`config.mk`:
```
export PLATFORM = sky130hd
export DESIGN_NAME = asp_serial_port
export DESIGN_NICKNAME = d
export VERILOG_FILES = /design/src/core/asp_pkg.sv /design/src/core/asp_serial_port.sv
export VERILOG_INCLUDE_DIRS = /design/src /design/src/core
export SDC_FILE = /design/constraint.sdc
export NUM_CORES = 1
export LEC_CHECK = 0
export CAP_MARGIN = 25
export CORE_MARGIN = 2
export CORE_UTILIZATION = 43
export DETAILED_ROUTE_END_ITERATION = 8
export DONT_BUFFER_PORTS = 1
export SYNTH_ARGS = -nofsm -noshare
export SYNTH_HDL_FRONTEND = slang
export SYNTH_HIERARCHICAL = 1
export SYNTH_SLANG_ARGS = --single-unit
```
`constraint.sdc`:
```
create_clock -name CLK -period 6.2 [get_ports CLK]
set_input_delay 0 -clock CLK [delete_from_list [all_inputs] [get_ports CLK]]
set_output_delay 0 -clock CLK [all_outputs]
set_load 0.005 [all_outputs]
```
`src/core/asp_defines.svh`:
```
/*
 * Register selects, field positions, reset values and bit timing of the serial port.
 * Assumes it is included by bare name from the serial port source and the bench.
 */
`ifndef ASP_DEFINES_SVH
`define ASP_DEFINES_SVH
`define ASP_REG_DATA   3'h0
`define ASP_REG_FMT    3'h1
`define ASP_REG_DIVL   3'h2
`define ASP_REG_DIVH   3'h3
`define ASP_REG_STAT   3'h4
`define ASP_F_LEN      1:0
`define ASP_F_STOP     3:2
`define ASP_F_PEN      4
`define ASP_F_EVEN     5
`define ASP_F_BSEL     6
`define ASP_F_TXEN     7
`define ASP_FMT_RST    8'h83
`define ASP_DIV_RST    16'h0001
`define ASP_STOP_ONE   2'h0
`define ASP_STOP_HALF  2'h1
`define ASP_T_BIT      6'h10
`define ASP_T_STOP15   6'h18
`define ASP_T_STOP2    6'h20
`define ASP_T_MID      6'h07
`define ASP_LEN_BASE   3'h4
`define ASP_WIDTH      8
`define ASP_DEPTH      32
`endif

```
`src/core/asp_pkg.sv`:
```
/*
 * Types of the serial port: transmitter and receiver states.
 * Assumes nothing beyond the defines header.
 */
package asp_pkg;
    typedef enum logic [4:0] {
        ASP_TX_IDLE  = 5'b00001,
        ASP_TX_START = 5'b00010,
        ASP_TX_DATA  = 5'b00100,
        ASP_TX_PAR   = 5'b01000,
        ASP_TX_STOP  = 5'b10000
    } asp_tx_state_t;
    typedef enum logic [4:0] {
        ASP_RX_IDLE  = 5'b00001,
        ASP_RX_START = 5'b00010,
        ASP_RX_DATA  = 5'b00100,
        ASP_RX_PAR   = 5'b01000,
        ASP_RX_STOP  = 5'b10000
    } asp_rx_state_t;
endpackage

```
`src/core/asp_serial_port.sv`:
```
/*
 * Asynchronous serial port with parallel host bus, baud generator and a transmit FIFO.
 * Assumes all inputs are synchronous to CLK and the data bus wire is resolved outside.
 */
`include "asp_defines.svh"
`timescale 1ns/1ps
`default_nettype none

module asp_fifo #(
    parameter int W = 8,
    parameter int D = 32
) (
    input  wire logic         clk,
    input  wire logic         rst,
    input  wire logic [W-1:0] in_data,
    input  wire logic         in_valid,
    output logic              in_ready,
    output logic [W-1:0]      out_data,
    output logic              out_valid,
    input  wire logic         out_ready
);
    localparam int AW = $clog2(D);
    logic [W-1:0] mem [D];
    logic [AW:0]  wp_r;
    logic [AW:0]  rp_r;

    assign out_valid = (wp_r != rp_r);
    assign in_ready  = (wp_r[AW-1:0] != rp_r[AW-1:0]) || (wp_r[AW] == rp_r[AW]);
    assign out_data  = mem[rp_r[AW-1:0]];

    always_ff @(posedge clk)
    begin
        if (in_valid && in_ready)
            mem[wp_r[AW-1:0]] <= in_data;
    end

    always_ff @(posedge clk or posedge rst)
    begin
        if (rst)
        begin
            wp_r <= '0;
            rp_r <= '0;
        end
        else
        begin
            if (in_valid && in_ready)
                wp_r <= wp_r + 1'b1;
            if (out_valid && out_ready)
                rp_r <= rp_r + 1'b1;
        end
    end
endmodule

module asp_serial_port (
    // Clock and reset
    input  wire logic       CLK,
    input  wire logic       SYS_RST,
    // Host bus selects and strobes
    input  wire logic       CHIP_SELECT_FIRST,
    input  wire logic       CHIP_SELECT_SECOND,
    input  wire logic       CHIP_SELECT_THIRD_N,
    input  wire logic       READ_STROBE_PAIR_HI,
    input  wire logic       READ_STROBE_PAIR_N,
    input  wire logic       WRITE_STROBE_PAIR_HI,
    input  wire logic       WRITE_STROBE_PAIR_N,
    input  wire logic [2:0] REGISTER_SELECT_LINES,
    // Host data bus, split three ways
    input  wire logic [7:0] HOST_DATA_BUS_IN,
    output logic      [7:0] HOST_DATA_BUS_OUT,
    output logic            HOST_DATA_BUS_OE,
    // Serial line
    input  wire logic       SERIAL_IN,
    output logic            SERIAL_OUT,
    output logic            BAUD_CLOCK_OUT
);
    logic [7:0]  fmt_r;
    logic [15:0] div_r;
    logic [15:0] bcnt_r;
    logic        tick_r;
    logic        rd_prev_r;
    logic        wr_prev_r;
    logic        sel;
    logic        rd_act;
    logic        wr_act;
    logic        rd_start;
    logic        wr_start;
    logic [7:0]  len_mask;
    logic [2:0]  last_idx;
    logic [5:0]  stop_ticks;
    logic        tx_en;
    logic [7:0]  fifo_data;
    logic        fifo_valid;
    logic        fifo_ready;
    logic        fifo_pop;
    logic        push;

    asp_pkg::asp_tx_state_t tx_st_r;
    logic [5:0]  tx_cnt_r;
    logic [2:0]  tx_idx_r;
    logic [7:0]  tx_sh_r;
    logic        tx_par_r;

    asp_pkg::asp_rx_state_t rx_st_r;
    logic [5:0]  rx_cnt_r;
    logic [2:0]  rx_idx_r;
    logic [7:0]  rx_sh_r;
    logic [7:0]  rx_word_r;
    logic        rx_rdy_r;
    logic        rx_ovr_r;
    logic        rx_perr_r;
    logic        rx_ferr_r;
    logic        rx_stop_ok;

    // Both strobe pairs are OR-ed; the host keeps the unused one of each pair idle.
    assign sel      = CHIP_SELECT_FIRST & CHIP_SELECT_SECOND & ~CHIP_SELECT_THIRD_N;
    assign rd_act   = sel & (READ_STROBE_PAIR_HI | ~READ_STROBE_PAIR_N);
    assign wr_act   = sel & (WRITE_STROBE_PAIR_HI | ~WRITE_STROBE_PAIR_N);
    assign rd_start = rd_act & ~rd_prev_r;
    assign wr_start = wr_act & ~wr_prev_r;
    assign last_idx = fmt_r[`ASP_F_LEN] + `ASP_LEN_BASE;
    assign len_mask = 8'hff >> (3'h7 - last_idx);
    assign tx_en    = fmt_r[`ASP_F_TXEN];
    assign stop_ticks = (fmt_r[`ASP_F_STOP] == `ASP_STOP_ONE) ? `ASP_T_BIT :
                        (fmt_r[`ASP_F_STOP] == `ASP_STOP_HALF) ? `ASP_T_STOP15 :
                        `ASP_T_STOP2;
    assign push     = wr_start && (REGISTER_SELECT_LINES == `ASP_REG_DATA);
    assign fifo_pop = tx_en && (tx_st_r == asp_pkg::ASP_TX_IDLE) && fifo_valid;
    assign rx_stop_ok = SERIAL_IN;

    // A full FIFO refuses the write; software checks the full flag before writing.
    asp_fifo #(.W(`ASP_WIDTH), .D(`ASP_DEPTH)) u_txq (
        .clk       (CLK),
        .rst       (SYS_RST),
        .in_data   (HOST_DATA_BUS_IN & len_mask),
        .in_valid  (push),
        .in_ready  (fifo_ready),
        .out_data  (fifo_data),
        .out_valid (fifo_valid),
        .out_ready (fifo_pop)
    );

    always_ff @(posedge CLK or posedge SYS_RST)
    begin
        if (SYS_RST)
        begin
            rd_prev_r <= 1'b0;
            wr_prev_r <= 1'b0;
            fmt_r     <= `ASP_FMT_RST;
            div_r     <= `ASP_DIV_RST;
        end
        else
        begin
            rd_prev_r <= rd_act;
            wr_prev_r <= wr_act;
            if (wr_start)
            begin
                case (REGISTER_SELECT_LINES)
                    `ASP_REG_FMT:  fmt_r <= HOST_DATA_BUS_IN;
                    `ASP_REG_DIVL: div_r[7:0] <= HOST_DATA_BUS_IN;
                    `ASP_REG_DIVH: div_r[15:8] <= HOST_DATA_BUS_IN;
                    default: ;
                endcase
            end
        end
    end

    always_ff @(posedge CLK or posedge SYS_RST)
    begin
        if (SYS_RST)
        begin
            HOST_DATA_BUS_OE  <= 1'b0;
            HOST_DATA_BUS_OUT <= 8'h00;
        end
        else
        begin
            HOST_DATA_BUS_OE <= rd_act;
            case (REGISTER_SELECT_LINES)
                `ASP_REG_DATA: HOST_DATA_BUS_OUT <= rx_word_r & len_mask;
                `ASP_REG_FMT:  HOST_DATA_BUS_OUT <= fmt_r;
                `ASP_REG_DIVL: HOST_DATA_BUS_OUT <= div_r[7:0];
                `ASP_REG_DIVH: HOST_DATA_BUS_OUT <= div_r[15:8];
                `ASP_REG_STAT: HOST_DATA_BUS_OUT <= {1'b0, tx_st_r == asp_pkg::ASP_TX_IDLE,
                    ~fifo_ready, ~fifo_valid, rx_ferr_r, rx_perr_r, rx_ovr_r, rx_rdy_r};
                default:       HOST_DATA_BUS_OUT <= 8'h00;
            endcase
        end
    end

    // A zero divisor stops the baud clock rather than counting through 65536.
    always_ff @(posedge CLK or posedge SYS_RST)
    begin
        if (SYS_RST)
        begin
            bcnt_r <= 16'h0000;
            tick_r <= 1'b0;
            BAUD_CLOCK_OUT <= 1'b0;
        end
        else
        begin
            tick_r <= 1'b0;
            if (div_r == 16'h0000)
                bcnt_r <= 16'h0000;
            else if (bcnt_r + 16'h0001 >= div_r)
            begin
                bcnt_r <= 16'h0000;
                tick_r <= 1'b1;
            end
            else
                bcnt_r <= bcnt_r + 16'h0001;
            // The oscillator copy is half rate: a flop cannot echo its own clock.
            BAUD_CLOCK_OUT <= fmt_r[`ASP_F_BSEL] ? tick_r : ~BAUD_CLOCK_OUT;
        end
    end

    always_ff @(posedge CLK or posedge SYS_RST)
    begin
        if (SYS_RST)
        begin
            tx_st_r  <= asp_pkg::ASP_TX_IDLE;
            tx_cnt_r <= 6'h00;
            tx_idx_r <= 3'h0;
            tx_sh_r  <= 8'h00;
            tx_par_r <= 1'b0;
            SERIAL_OUT <= 1'b1;
        end
        else if (!tx_en)
        begin
            tx_st_r    <= asp_pkg::ASP_TX_IDLE;
            SERIAL_OUT <= 1'b1;
        end
        else if (fifo_pop)
        begin
            tx_st_r    <= asp_pkg::ASP_TX_START;
            tx_cnt_r   <= 6'h00;
            tx_idx_r   <= 3'h0;
            tx_sh_r    <= fifo_data & len_mask;
            tx_par_r   <= ^(fifo_data & len_mask) ^ ~fmt_r[`ASP_F_EVEN];
            SERIAL_OUT <= 1'b0;
        end
        else if (tick_r && tx_st_r != asp_pkg::ASP_TX_IDLE)
        begin
            if (tx_cnt_r + 6'h01 < ((tx_st_r == asp_pkg::ASP_TX_STOP) ? stop_ticks : `ASP_T_BIT))
                tx_cnt_r <= tx_cnt_r + 6'h01;
            else
            begin
                tx_cnt_r <= 6'h00;
                case (tx_st_r)
                    asp_pkg::ASP_TX_START:
                    begin
                        tx_st_r    <= asp_pkg::ASP_TX_DATA;
                        SERIAL_OUT <= tx_sh_r[0];
                    end
                    asp_pkg::ASP_TX_DATA:
                    begin
                        if (tx_idx_r == last_idx)
                        begin
                            tx_st_r    <= fmt_r[`ASP_F_PEN] ? asp_pkg::ASP_TX_PAR
                                                            : asp_pkg::ASP_TX_STOP;
                            SERIAL_OUT <= fmt_r[`ASP_F_PEN] ? tx_par_r : 1'b1;
                        end
                        else
                        begin
                            tx_idx_r   <= tx_idx_r + 3'h1;
                            tx_sh_r    <= tx_sh_r >> 1;
                            SERIAL_OUT <= tx_sh_r[1];
                        end
                    end
                    asp_pkg::ASP_TX_PAR:
                    begin
                        tx_st_r    <= asp_pkg::ASP_TX_STOP;
                        SERIAL_OUT <= 1'b1;
                    end
                    default:
                    begin
                        tx_st_r    <= asp_pkg::ASP_TX_IDLE;
                        SERIAL_OUT <= 1'b1;
                    end
                endcase
            end
        end
    end

    always_ff @(posedge CLK or posedge SYS_RST)
    begin
        if (SYS_RST)
        begin
            rx_st_r  <= asp_pkg::ASP_RX_IDLE;
            rx_cnt_r <= 6'h00;
            rx_idx_r <= 3'h0;
            rx_sh_r  <= 8'h00;
        end
        else if (tick_r)
        begin
            rx_cnt_r <= rx_cnt_r + 6'h01;
            case (rx_st_r)
                asp_pkg::ASP_RX_IDLE:
                begin
                    rx_cnt_r <= 6'h00;
                    rx_idx_r <= 3'h0;
                    rx_sh_r  <= 8'h00;
                    if (!SERIAL_IN)
                        rx_st_r <= asp_pkg::ASP_RX_START;
                end
                asp_pkg::ASP_RX_START:
                begin
                    if (rx_cnt_r == `ASP_T_MID)
                    begin
                        rx_cnt_r <= 6'h00;
                        rx_st_r  <= SERIAL_IN ? asp_pkg::ASP_RX_IDLE : asp_pkg::ASP_RX_DATA;
                    end
                end
                asp_pkg::ASP_RX_DATA:
                begin
                    if (rx_cnt_r == `ASP_T_BIT - 6'h01)
                    begin
                        rx_cnt_r          <= 6'h00;
                        rx_sh_r[rx_idx_r] <= SERIAL_IN;
                        rx_idx_r          <= rx_idx_r + 3'h1;
                        if (rx_idx_r == last_idx)
                            rx_st_r <= fmt_r[`ASP_F_PEN] ? asp_pkg::ASP_RX_PAR
                                                         : asp_pkg::ASP_RX_STOP;
                    end
                end
                asp_pkg::ASP_RX_PAR:
                begin
                    if (rx_cnt_r == `ASP_T_BIT - 6'h01)
                    begin
                        rx_cnt_r <= 6'h00;
                        rx_st_r  <= asp_pkg::ASP_RX_STOP;
                    end
                end
                default:
                begin
                    if (rx_cnt_r == `ASP_T_BIT - 6'h01)
                        rx_st_r <= asp_pkg::ASP_RX_IDLE;
                end
            endcase
        end
    end

    // Flags set by the receiver win over a clearing read in the same cycle.
    always_ff @(posedge CLK or posedge SYS_RST)
    begin
        if (SYS_RST)
        begin
            rx_word_r <= 8'h00;
            rx_rdy_r  <= 1'b0;
            rx_ovr_r  <= 1'b0;
            rx_perr_r <= 1'b0;
            rx_ferr_r <= 1'b0;
        end
        else
        begin
            if (rd_start && REGISTER_SELECT_LINES == `ASP_REG_DATA)
                rx_rdy_r <= 1'b0;
            if (rd_start && REGISTER_SELECT_LINES == `ASP_REG_STAT)
            begin
                rx_ovr_r  <= 1'b0;
                rx_perr_r <= 1'b0;
                rx_ferr_r <= 1'b0;
            end
            if (tick_r && rx_st_r == asp_pkg::ASP_RX_PAR && rx_cnt_r == `ASP_T_BIT - 6'h01
                && (SERIAL_IN != (^rx_sh_r ^ ~fmt_r[`ASP_F_EVEN])))
                rx_perr_r <= 1'b1;
            if (tick_r && rx_st_r == asp_pkg::ASP_RX_STOP && rx_cnt_r == `ASP_T_BIT - 6'h01)
            begin
                rx_word_r <= rx_sh_r & len_mask;
                rx_rdy_r  <= 1'b1;
                if (rx_rdy_r)
                    rx_ovr_r <= 1'b1;
                if (!rx_stop_ok)
                    rx_ferr_r <= 1'b1;
            end
        end
    end
endmodule

`default_nettype wire

```
==> results_dict.tcl, run 1 <==
set metrics [dict create \
    utilization 0.497 \
    dr.pass1.iters 5 \
    gp_congestion 0.819 \
    max-clock-path-buffers 3 \
    nFillCells 3254 \
    grt.total_usage 0.184 \
    worstSetupStartpointType "flop" \
    cts_tree "built" \
    reg2reg_from "u_txq/rp_r[0]$_DFFE_PP0P_" \
    rsz0062_at_grt "false" \
    leakagePower_uw 0.00670 \
    grt_max_degree 68 \
    critPathCapture "tx_par_r$_DFFE_PP0P_" \
    dieArea_um2 40100 \
    critPathMaxFanout 38 \
    grt_pass1_wl_um 57000 \
    nets 1155 \
    synth_edf_count 256 \
    grt.met3_usage 0.0268 \
    placementRows 71 \
    synth_cell_types 64 \
    die_h_um 200 \
    p_per_area_nw_per_um2 381 \
    drt_iter0_markers 995 \
    core_area_um2 37800 \
    grt_busiest_layer "met2" \
    reg2reg_slack_ps 2530 \
    finalClockSkew_ps 33.7 \
    cpPeakStageDelay_ps 930 \
    synth_area_um2 16600 \
    worst_pin_slew_ps 994 \
    clkSinkCount 378 \
    synth_nets 1126 \
    r2r_cells 9 \
    max_cap_violations 0 \
    via_per_inst 5.63 \
    routed-via-count 9284 \
    synth_seq_cells 378 \
    min_period_ps 3670 \
    synth.avg_cell_area_um2 15.4 \
    drive_gt1_frac 0.192 \
    path_cells "buf_4 -> mux4_2 -> mux4_2 -> mux2_2 -> xnor2_1 -> xnor2_1 -> xnor2_1 -> xnor2_1 -> o21ai_0" \
    synth_ff_type "edfxtp_1" \
    grt.met2_usage 0.287 \
    htree_levels 2 \
    critical_path_required_ps 6630 \
    yosysWarnings 6 \
    ios 32 \
    path_clk_slew_ps 60 \
    cts_resized 0 \
    areaGrowthSynthToFinish_pct 13.4 \
    tns_ps 0 \
    ys_seq_area_frac 0.648 \
    synthArstFlopShare 0.323 \
    max-vdd-ir-drop_uv 218 \
    arrival_ps 4100 \
    post_cts_buffers 0 \
    cts_root_buffer "clkbuf_16" \
    outcome "completed" \
    worstSkewPairLatency_ps 560 \
    crit_start "u_txq/rp_r[0]$_DFFE_PP0P_" \
    die_w_um 200 \
    fmax_mhz 273 \
    fin_crit_sh 0.592 \
    worst_path_max_delay_cell "dfrtp_4" \
    hold_viol 0 \
    start_util 0.438 \
    end_kind "flop" \
    cp_common_cell "xnor2_1" \
    worstReg2RegEnd "tx_par_r$_DFFE_PP0P_" \
    relSlewSlack 0.337 \
    drtAntennaViolNets 0 \
    hp-class "input pin to flop" \
    p_total_uw 7170 \
    crit_type "flop to flop" \
    numPortBuffers 0 \
    dpl.hpwl_um 22800 \
    cts_made_buffers 40 \
    wl_per_cell_um 22.0 \
    drv_slew 0 \
    syn_inst 1077 \
    grt.overflow.total 0 \
    drc 0 \
    grt_pass1_vias 9420 \
    insertedDiodeCount 0 \
    wl_um 36300 \
    setup_viol 0 \
    antenna_found_initial 0 \
    met1_usage 0.270 \
]
cells by family (layout without fill, tap and decap cells):
family / Yosys count / count (layout) / synth area share
compound gates: 143 / 143 / 0.0579
mux: 130 / 130 / 0.142
buf+inv: 88 / 149 / 0.0227
xor+xnor: 57 / 57 / 0.0301
flops: 378 / 378 / 0.648
simple gates: 253 / 253 / 0.0777
fa+ha+maj: 28 / 28 / 0.0211
layer usage:
layer / share of wire / vias to the layer above
met5: 0 / -
met1: 0.46 / 4799
met2: 0.47 / 229
li1: - / 4207
met4: 0.023 / 0
met3: 0.048 / 49
where the power goes:
group | internal, uW | total [uW] | switching (uW)
Clock | 1520 | 2500 | 981
Sequential | 2840 | 3120 | 282
Combinational | 844 | 1540 | 698
worst max-delay path, delay by kind of cell, from the launching register on:
kind                   cells  cell delay, ps
multiplexers               3            1350
flip-flops                 1             930
XOR/XNOR                   4             660
buffers and inverters      1             460
AO/OA/AOI/OAI              1              80
area by class of cell:
type	count	area (um^2)	share of cell area
multi-input cells	611	5460	0.290
repair buffers	37	398	0.0212
flip-flops and latches	378	10800	0.572
inverters	38	145	0.00772
clock inverters	15	241	0.0128
clock buffers	59	1160	0.0620
well taps	511	639	0.0340
sequential cells by signal, indices dropped and copies added, names as in the netlist, 8 cells and up:
name	cells
rx_word_r	8
u_txq/mem	256
rx_sh_r	8
tx_sh_r	8
HOST_DATA_BUS_OUT	8
div_r	16
fmt_r	8
bcnt_r	16
repair_timing:
action                                 CTS  global route
endpoints found under the hold margin  266             0
setup endpoints to repair                0             0
hold buffers                            28             0
how the worst min path moves through the flow:
stage / to / startpoint / slack (ps) / cells after the start
after detailed placement: u_txq/wp_r[3]$_DFFE_PP0P_ / SYS_RST / -50 / 1
after global routing: u_txq/mem[2][5]$_DFFE_PP_ / HOST_DATA_BUS_IN[5] / 30 / 2
after floorplan: u_txq/rp_r[0]$_DFFE_PP0P_ / SYS_RST / -140 / 1
after global placement: u_txq/wp_r[3]$_DFFE_PP0P_ / SYS_RST / -40 / 1
after CTS: u_txq/mem[8][5]$_DFFE_PP_ / HOST_DATA_BUS_IN[5] / 3 / 2
final: fmt_r[6]$_DFFE_PP0P_ / REGISTER_SELECT_LINES[1] / 20 / 3
stage by stage:
| step | instances | hold slack [ps] | instance area, um^2 | worst slack [ps] |
|---|---|---|---|---|
| after global placement | 1547 | -36.8 | 17100 | 2500 |
| after global routing | 1649 | 31.3 | 18800 | 2260 |
| after CTS | 1649 | 3.32 | 18800 | 2470 |
| after detailed placement | 1547 | -45.8 | 17100 | 2500 |
| final | 1649 | 22.8 | 18800 | 2530 |
| after floorplan | 1077 | -135 | 16600 | 3300 |
cells in the mapped netlist, types with 3 or more instances:
cell	count	area share
edfxtp_1	256	0.46
dfrtp_1	115	0.17
mux4_2	80	0.11
nor2_1	63	0.014
nand2_1	58	0.013
o21ai_0	46	0.014
mux2_2	42	0.029
xnor2_1	42	0.022
inv_1	37	0.0084
clkbuf_1	34	0.0077
nand3_1	32	0.0097
ha_1	28	0.021
a21oi_1	22	0.0066
nor3b_1	19	0.0086
xor2_1	15	0.0079
nand4_1	11	0.0042
o22ai_1	11	0.0042
a22oi_1	10	0.0045
and3_1	10	0.0038
nor2b_1	10	0.0038
nor3_1	9	0.0027
nand2b_1	8	0.0030
buf_2	7	0.0021
dfstp_2	7	0.011
mux2i_1	7	0.0042
or3_1	7	0.0026
nand3b_1	6	0.0027
buf_6	5	0.0034
nor4_1	5	0.0019
o31ai_1	5	0.0023
a211oi_1	4	0.0018
a21o_1	4	0.0018
a22o_1	4	0.0021
a31oi_1	4	0.0015
a32o_1	4	0.0024
buf_1	4	0.00091
o211ai_1	4	0.0018
o21a_1	3	0.0014
o21ai_1	3	0.00091
o41ai_1	3	0.0016
cells in the final DEF (no fill, tap or decap), types with 36 or more instances in the layout:
cell type / synthesis / layout
clkbuf_16: 0 / 42
dfrtp_1: 115 / 113
edfxtp_1: 256 / 256
inv_1: 37 / 36
mux2_2: 42 / 42
mux4_2: 80 / 80
nand2_1: 58 / 58
nor2_1: 63 / 63
o21ai_0: 46 / 46
xnor2_1: 42 / 42
(Power assumes the default switching activity.)
==> inputs of run 2 (changes only) <==
==> constraint.sdc (replaced) <==
create_clock -name CLK -period 3.5 [get_ports CLK]
set_input_delay 0 -clock CLK [delete_from_list [all_inputs] [get_ports CLK]]
set_output_delay 0 -clock CLK [all_outputs]
set_load 0.005 [all_outputs]
==> results_dict.tcl, run 2 (synthesis results as in run 1) <==
set metrics [dict create \
    core_area_um2 37800 \
    nFillCells 3143 \
    r2r_cells 9 \
    max-clock-path-buffers 3 \
    final_cell_mix "edfxtp_1 (256), dfrtp_1 (113), mux4_2 (80), nor2_1 (63), nand2_1 (58)" \
    setup_ws_ps 322 \
    finalClockSkew_ps 33.8 \
    max-vdd-ir-drop_uv 462 \
    critical_path_required_ps 3780 \
    rsz0062_at_grt "false" \
    insertedDiodeCount 0 \
    final_common_cell "edfxtp_1" \
    final_cell_area_um2 19200 \
    largest_reg_flops 256 \
    wl_um 37300 \
    hp-class "input pin to flop" \
    worstSkewPairLatency_ps 580 \
    hold_ws_ps 33.1 \
    min_period_ps 3180 \
    die_h_um 200 \
    arrival_ps 3460 \
    nets 1198 \
    utilization 0.507 \
    dpl.hpwl_um 23700 \
    dr.pass1.iters 5 \
    ios 32 \
    fmax_mhz 315 \
    antenna_found_initial 0 \
    end_kind "flop" \
    critPathMaxFanout 10 \
    grt_max_degree 76 \
    via_per_inst 5.55 \
    routed-via-count 9390 \
    outcome "completed" \
    dpl_cell_area_um2 17500 \
    setup_viol 0 \
    grt.total_usage 0.188 \
    cts_root_buffer "clkbuf_16" \
    worstSetupStartpointType "input pin" \
    drtAntennaViolNets 0 \
    dieArea_um2 40100 \
    grt_pass1_vias 9472 \
    drc 0 \
    wl_per_cell_um 22.0 \
    gp_congestion 0.788 \
    tns_ps 0 \
    placementRows 71 \
    drv_slew 0 \
    cts_made_buffers 40 \
    max_cap_violations 0 \
    place_ws_ps 496 \
    start_util 0.438 \
    holdPathStages 2 \
    cts_resized 0 \
    drive_gt1_frac 0.218 \
    fin_crit_sh 0.908 \
    path_clk_slew_ps 60 \
    hold_viol 0 \
    htree_levels 2 \
    leakagePower_uw 0.00695 \
    clkSinkCount 378 \
    grt_pass1_wl_um 57600 \
    numPortBuffers 0 \
    areaGrowthSynthToFinish_pct 15.7 \
    p_per_area_nw_per_um2 666 \
    relSlewSlack 0.321 \
    crit_type "input pin to flop" \
    drt_iter0_markers 630 \
    die_w_um 200 \
    grt.overflow.total 0 \
    worst_pin_slew_ps 1010 \
    cts_tree "built" \
]
[run 2: cell types whose count changed in the layout (fill, tap and decap cells not counted), moves of 4 or more]
| cell | before | now |
|---|---|---|
| buf_4 | 9 | 45 |
| clkinv_1 | 1 | 10 |
| buf_12 | 5 | 12 |
| clkbuf_1 | 12 | 8 |
| clkbuf_8 | 5 | 1 |
[run 2: critical path: stages]
cell and delay [ps]:
dlygate4sd3_1 520, and3b_1 160, dlygate4sd3_1 560, o21ai_0 240, or3_1 430, nor2_1 160, o21a_1 340, nand2_1 310
nor2_1 490, buf_4 260
[run 2: stage by stage]
stage	total power, uW	cells
global placement	8420	1590
floorplan	7650	1077
global route	13400	1692
CTS	12900	1690
finish	12800	1692
detailed placement	8440	1590
[run 2: final timing paths]
| check | startpoint | to | slack, ps |
|---|---|---|---|
| hold / removal | HOST_DATA_BUS_IN[6] | u_txq/mem[8][6]$_DFFE_PP_ | 30 |
| min in group asynchronous | SYS_RST | bcnt_r[3]$_DFF_PP0_ | 500 |
| max in group asynchronous | SYS_RST | tx_sh_r[6]$_DFFE_PP0P_ | 2160 |
| setup reg to reg | u_txq/rp_r[0]$_DFFE_PP0P_ | tx_par_r$_DFFE_PP0P_ | 490 |
| hold reg to reg | rx_word_r[7]$_DFFE_PP0P_ | rx_word_r[7]$_DFFE_PP0P_ | 490 |
| setup / recovery | CHIP_SELECT_FIRST | u_txq/mem[2][0]$_DFFE_PP_ | 320 |
[run 2: power breakdown]
part / switching, uW / internal [uW] / leakage, uW
clock network: 1780 / 2600 / 0.000660
logic: 1400 / 1630 / 0.00238
registers: 337 / 5040 / 0.00390
total: 3520 / 9260 / 0.00695
[run 2: metal layers]
metal,vias up,wire (um),track usage
li1,4301,-,-
met4,0,657,0.0537
met2,192,17900,0.302
met5,-,0,0
met3,47,1560,0.0321
met1,4850,17100,0.267
[run 2: area by class of cell]
class	count	area [um^2]	area share
inverter	38	145	0.00756
multi-input combinational	611	5460	0.284
timing repair buffer	80	826	0.0430
tap	511	639	0.0333
clock inverter	25	324	0.0169
clock buffer	49	1040	0.0544
sequential	378	10800	0.560
[run 2: timing repair]
item | 4_1_cts | 5_1_grt
setup buffers | 0 | 0
hold endpoints to repair | 314 | 19
hold buffers | 26 | 1
==> inputs of run 3 (changes only) <==
--- a/config.mk
+++ b/config.mk
@@ -11,6 +11,8 @@
 export CORE_UTILIZATION = 43
 export DETAILED_ROUTE_END_ITERATION = 8
 export DONT_BUFFER_PORTS = 1
+export PLACE_DENSITY_LB_ADDON = 0.08
+export SETUP_SLACK_MARGIN = 0.5
 export SYNTH_ARGS = -nofsm -noshare
 export SYNTH_HDL_FRONTEND = slang
 export SYNTH_HIERARCHICAL = 1
==> results_dict.tcl, run 3 (synthesis results as in run 1) <==
set metrics [dict create \
    outcome "completed" \
    tns_ps 0 \
    grt_pass1_vias 9772 \
    grt.total_usage 0.209 \
    p_per_area_nw_per_um2 685 \
    min_period_ps 3030 \
    leakagePower_uw 0.00723 \
    arrival_ps 3480 \
    rsz0062_at_grt "true" \
    worstSetupStartpointType "flop" \
    dpl.hpwl_um 25300 \
    cpPeakStageDelay_ps 570 \
    path_cells "buf_12 -> buf_16 -> buf_12 -> mux4_2 -> mux4_2 -> mux2_4 -> nand2_2 -> xnor2_1 -> nand2_1 -> xnor2_1 -> o21ai_1" \
    critical_path_required_ps 3950 \
    htree_levels 2 \
    grt_pass1_wl_um 62900 \
    cts_tree "built" \
    die_w_um 200 \
    drt_iter0_markers 927 \
    final_common_cell "edfxtp_1" \
    start_util 0.438 \
    via_per_inst 5.65 \
    end_kind "flop" \
    hold_viol 0 \
    wl_um 41700 \
    dr.pass1.iters 5 \
    utilization 0.520 \
    wl_per_cell_um 24.1 \
    core_area_um2 37800 \
    nets 1237 \
    worst_pin_slew_ps 879 \
    antenna_found_initial 0 \
    final_cell_mix "edfxtp_1 (256), dfrtp_1 (110), mux4_2 (80), buf_4 (72), nor2_1 (62)" \
    gp_congestion 0.794 \
    areaGrowthSynthToFinish_pct 18.8 \
    clkSinkCount 378 \
    die_h_um 200 \
    numPortBuffers 0 \
    routed-via-count 9783 \
    drtAntennaViolNets 0 \
    largest_reg_flops 256 \
    ios 32 \
    drc 0 \
    max_cap_violations 0 \
    drv_slew 0 \
    dieArea_um2 40100 \
    worst_path_max_delay_cell "mux4_2" \
    max-vdd-ir-drop_uv 482 \
    hp-class "input pin to flop" \
    drive_gt1_frac 0.259 \
    cts_root_buffer "clkbuf_16" \
    placementRows 71 \
    worstSkewPairLatency_ps 570 \
    fmax_mhz 330 \
    critPathMaxFanout 6 \
    relSlewSlack 0.414 \
    finalClockSkew_ps 18.1 \
    path_clk_slew_ps 60 \
    grt.overflow.total 0 \
    max-clock-path-buffers 3 \
    crit_type "flop to flop" \
    grt_max_degree 65 \
    fin_crit_sh 0.866 \
    cts_made_buffers 42 \
    setup_viol 0 \
]
[run 3: what timing repair did]
item | 4_1_cts | 5_1_grt
hold buffers | 27 | 0
gates resized for setup | 22 | 18
hold endpoints to repair | 301 | 0
pin swaps | 5 | 14
buffers inserted | 14 | 13
endpoints found under the setup margin | 15 | 65
gates cloned | 5 | 2
[run 3: power breakdown]
group	switching (uW)	leakage, uW	internal (uW)
combinational	1600	0.00268	2080
clock	1810	0.000651	2560
sequential	395	0.00390	5040
total	3800	0.00723	9680
[run 3: metrics by stage]
step	cells	hold WS (ps)	setup WS, ps	area [um^2]	power, uW
finish	1730	13.5	470	19700	13500
global route	1729	53.5	387	19700	14100
CTS	1714	0.606	496	19500	13500
detailed placement	1594	-34.9	391	17500	8460
global placement	1594	-34.4	367	17500	8450
floorplan	1077	-135	599	16600	7650
[run 3: worst paths after layout]
check,from,endpoint,slack [ps],depth (start not counted)
min in group asynchronous,SYS_RST,u_txq/rp_r[0]$_DFFE_PP0P_,30,2
worst max-delay path,u_txq/rp_r[0]$_DFFE_PP0P_,tx_par_r$_DFFE_PP0P_,470,11
worst max register to register,u_txq/rp_r[0]$_DFFE_PP0P_,tx_par_r$_DFFE_PP0P_,470,11
worst min-delay path,REGISTER_SELECT_LINES[0],HOST_DATA_BUS_OUT[5]$_DFF_PP0_,10,3
max in group asynchronous,SYS_RST,bcnt_r[0]$_DFF_PP0_,2400,3
worst min register to register,rx_word_r[6]$_DFFE_PP0P_,rx_word_r[6]$_DFFE_PP0P_,490,2
[run 3: critical path, delay by kind of cell (launching register included)]
family,cells,cell delay (ps)
muxes,3,1430
and+or+nand+nor,2,170
DFF,1,550
AOI/OAI and AO/OA,1,70
buffers and inverters,3,400
xor gates and xnor gates,2,290
[run 3: per-layer routing]
metal  up-vias  track usage  wire length [um]
met5         -            0                 0
met1      5114        0.318             20100
met2       223        0.303             18200
met3        73       0.0364              2210
met4         0       0.0709              1160
li1       4373            -                 -
[run 3: area by class of cell]
type	instances	area [um^2]
clock inverter	28	270
multi-input combinational	612	5570
sequential	378	10800
fill	3195	18100
tap	511	639
inverter	38	145
antenna	1	2.50
clock buffer	46	1070
timing repair buffer	116	1240
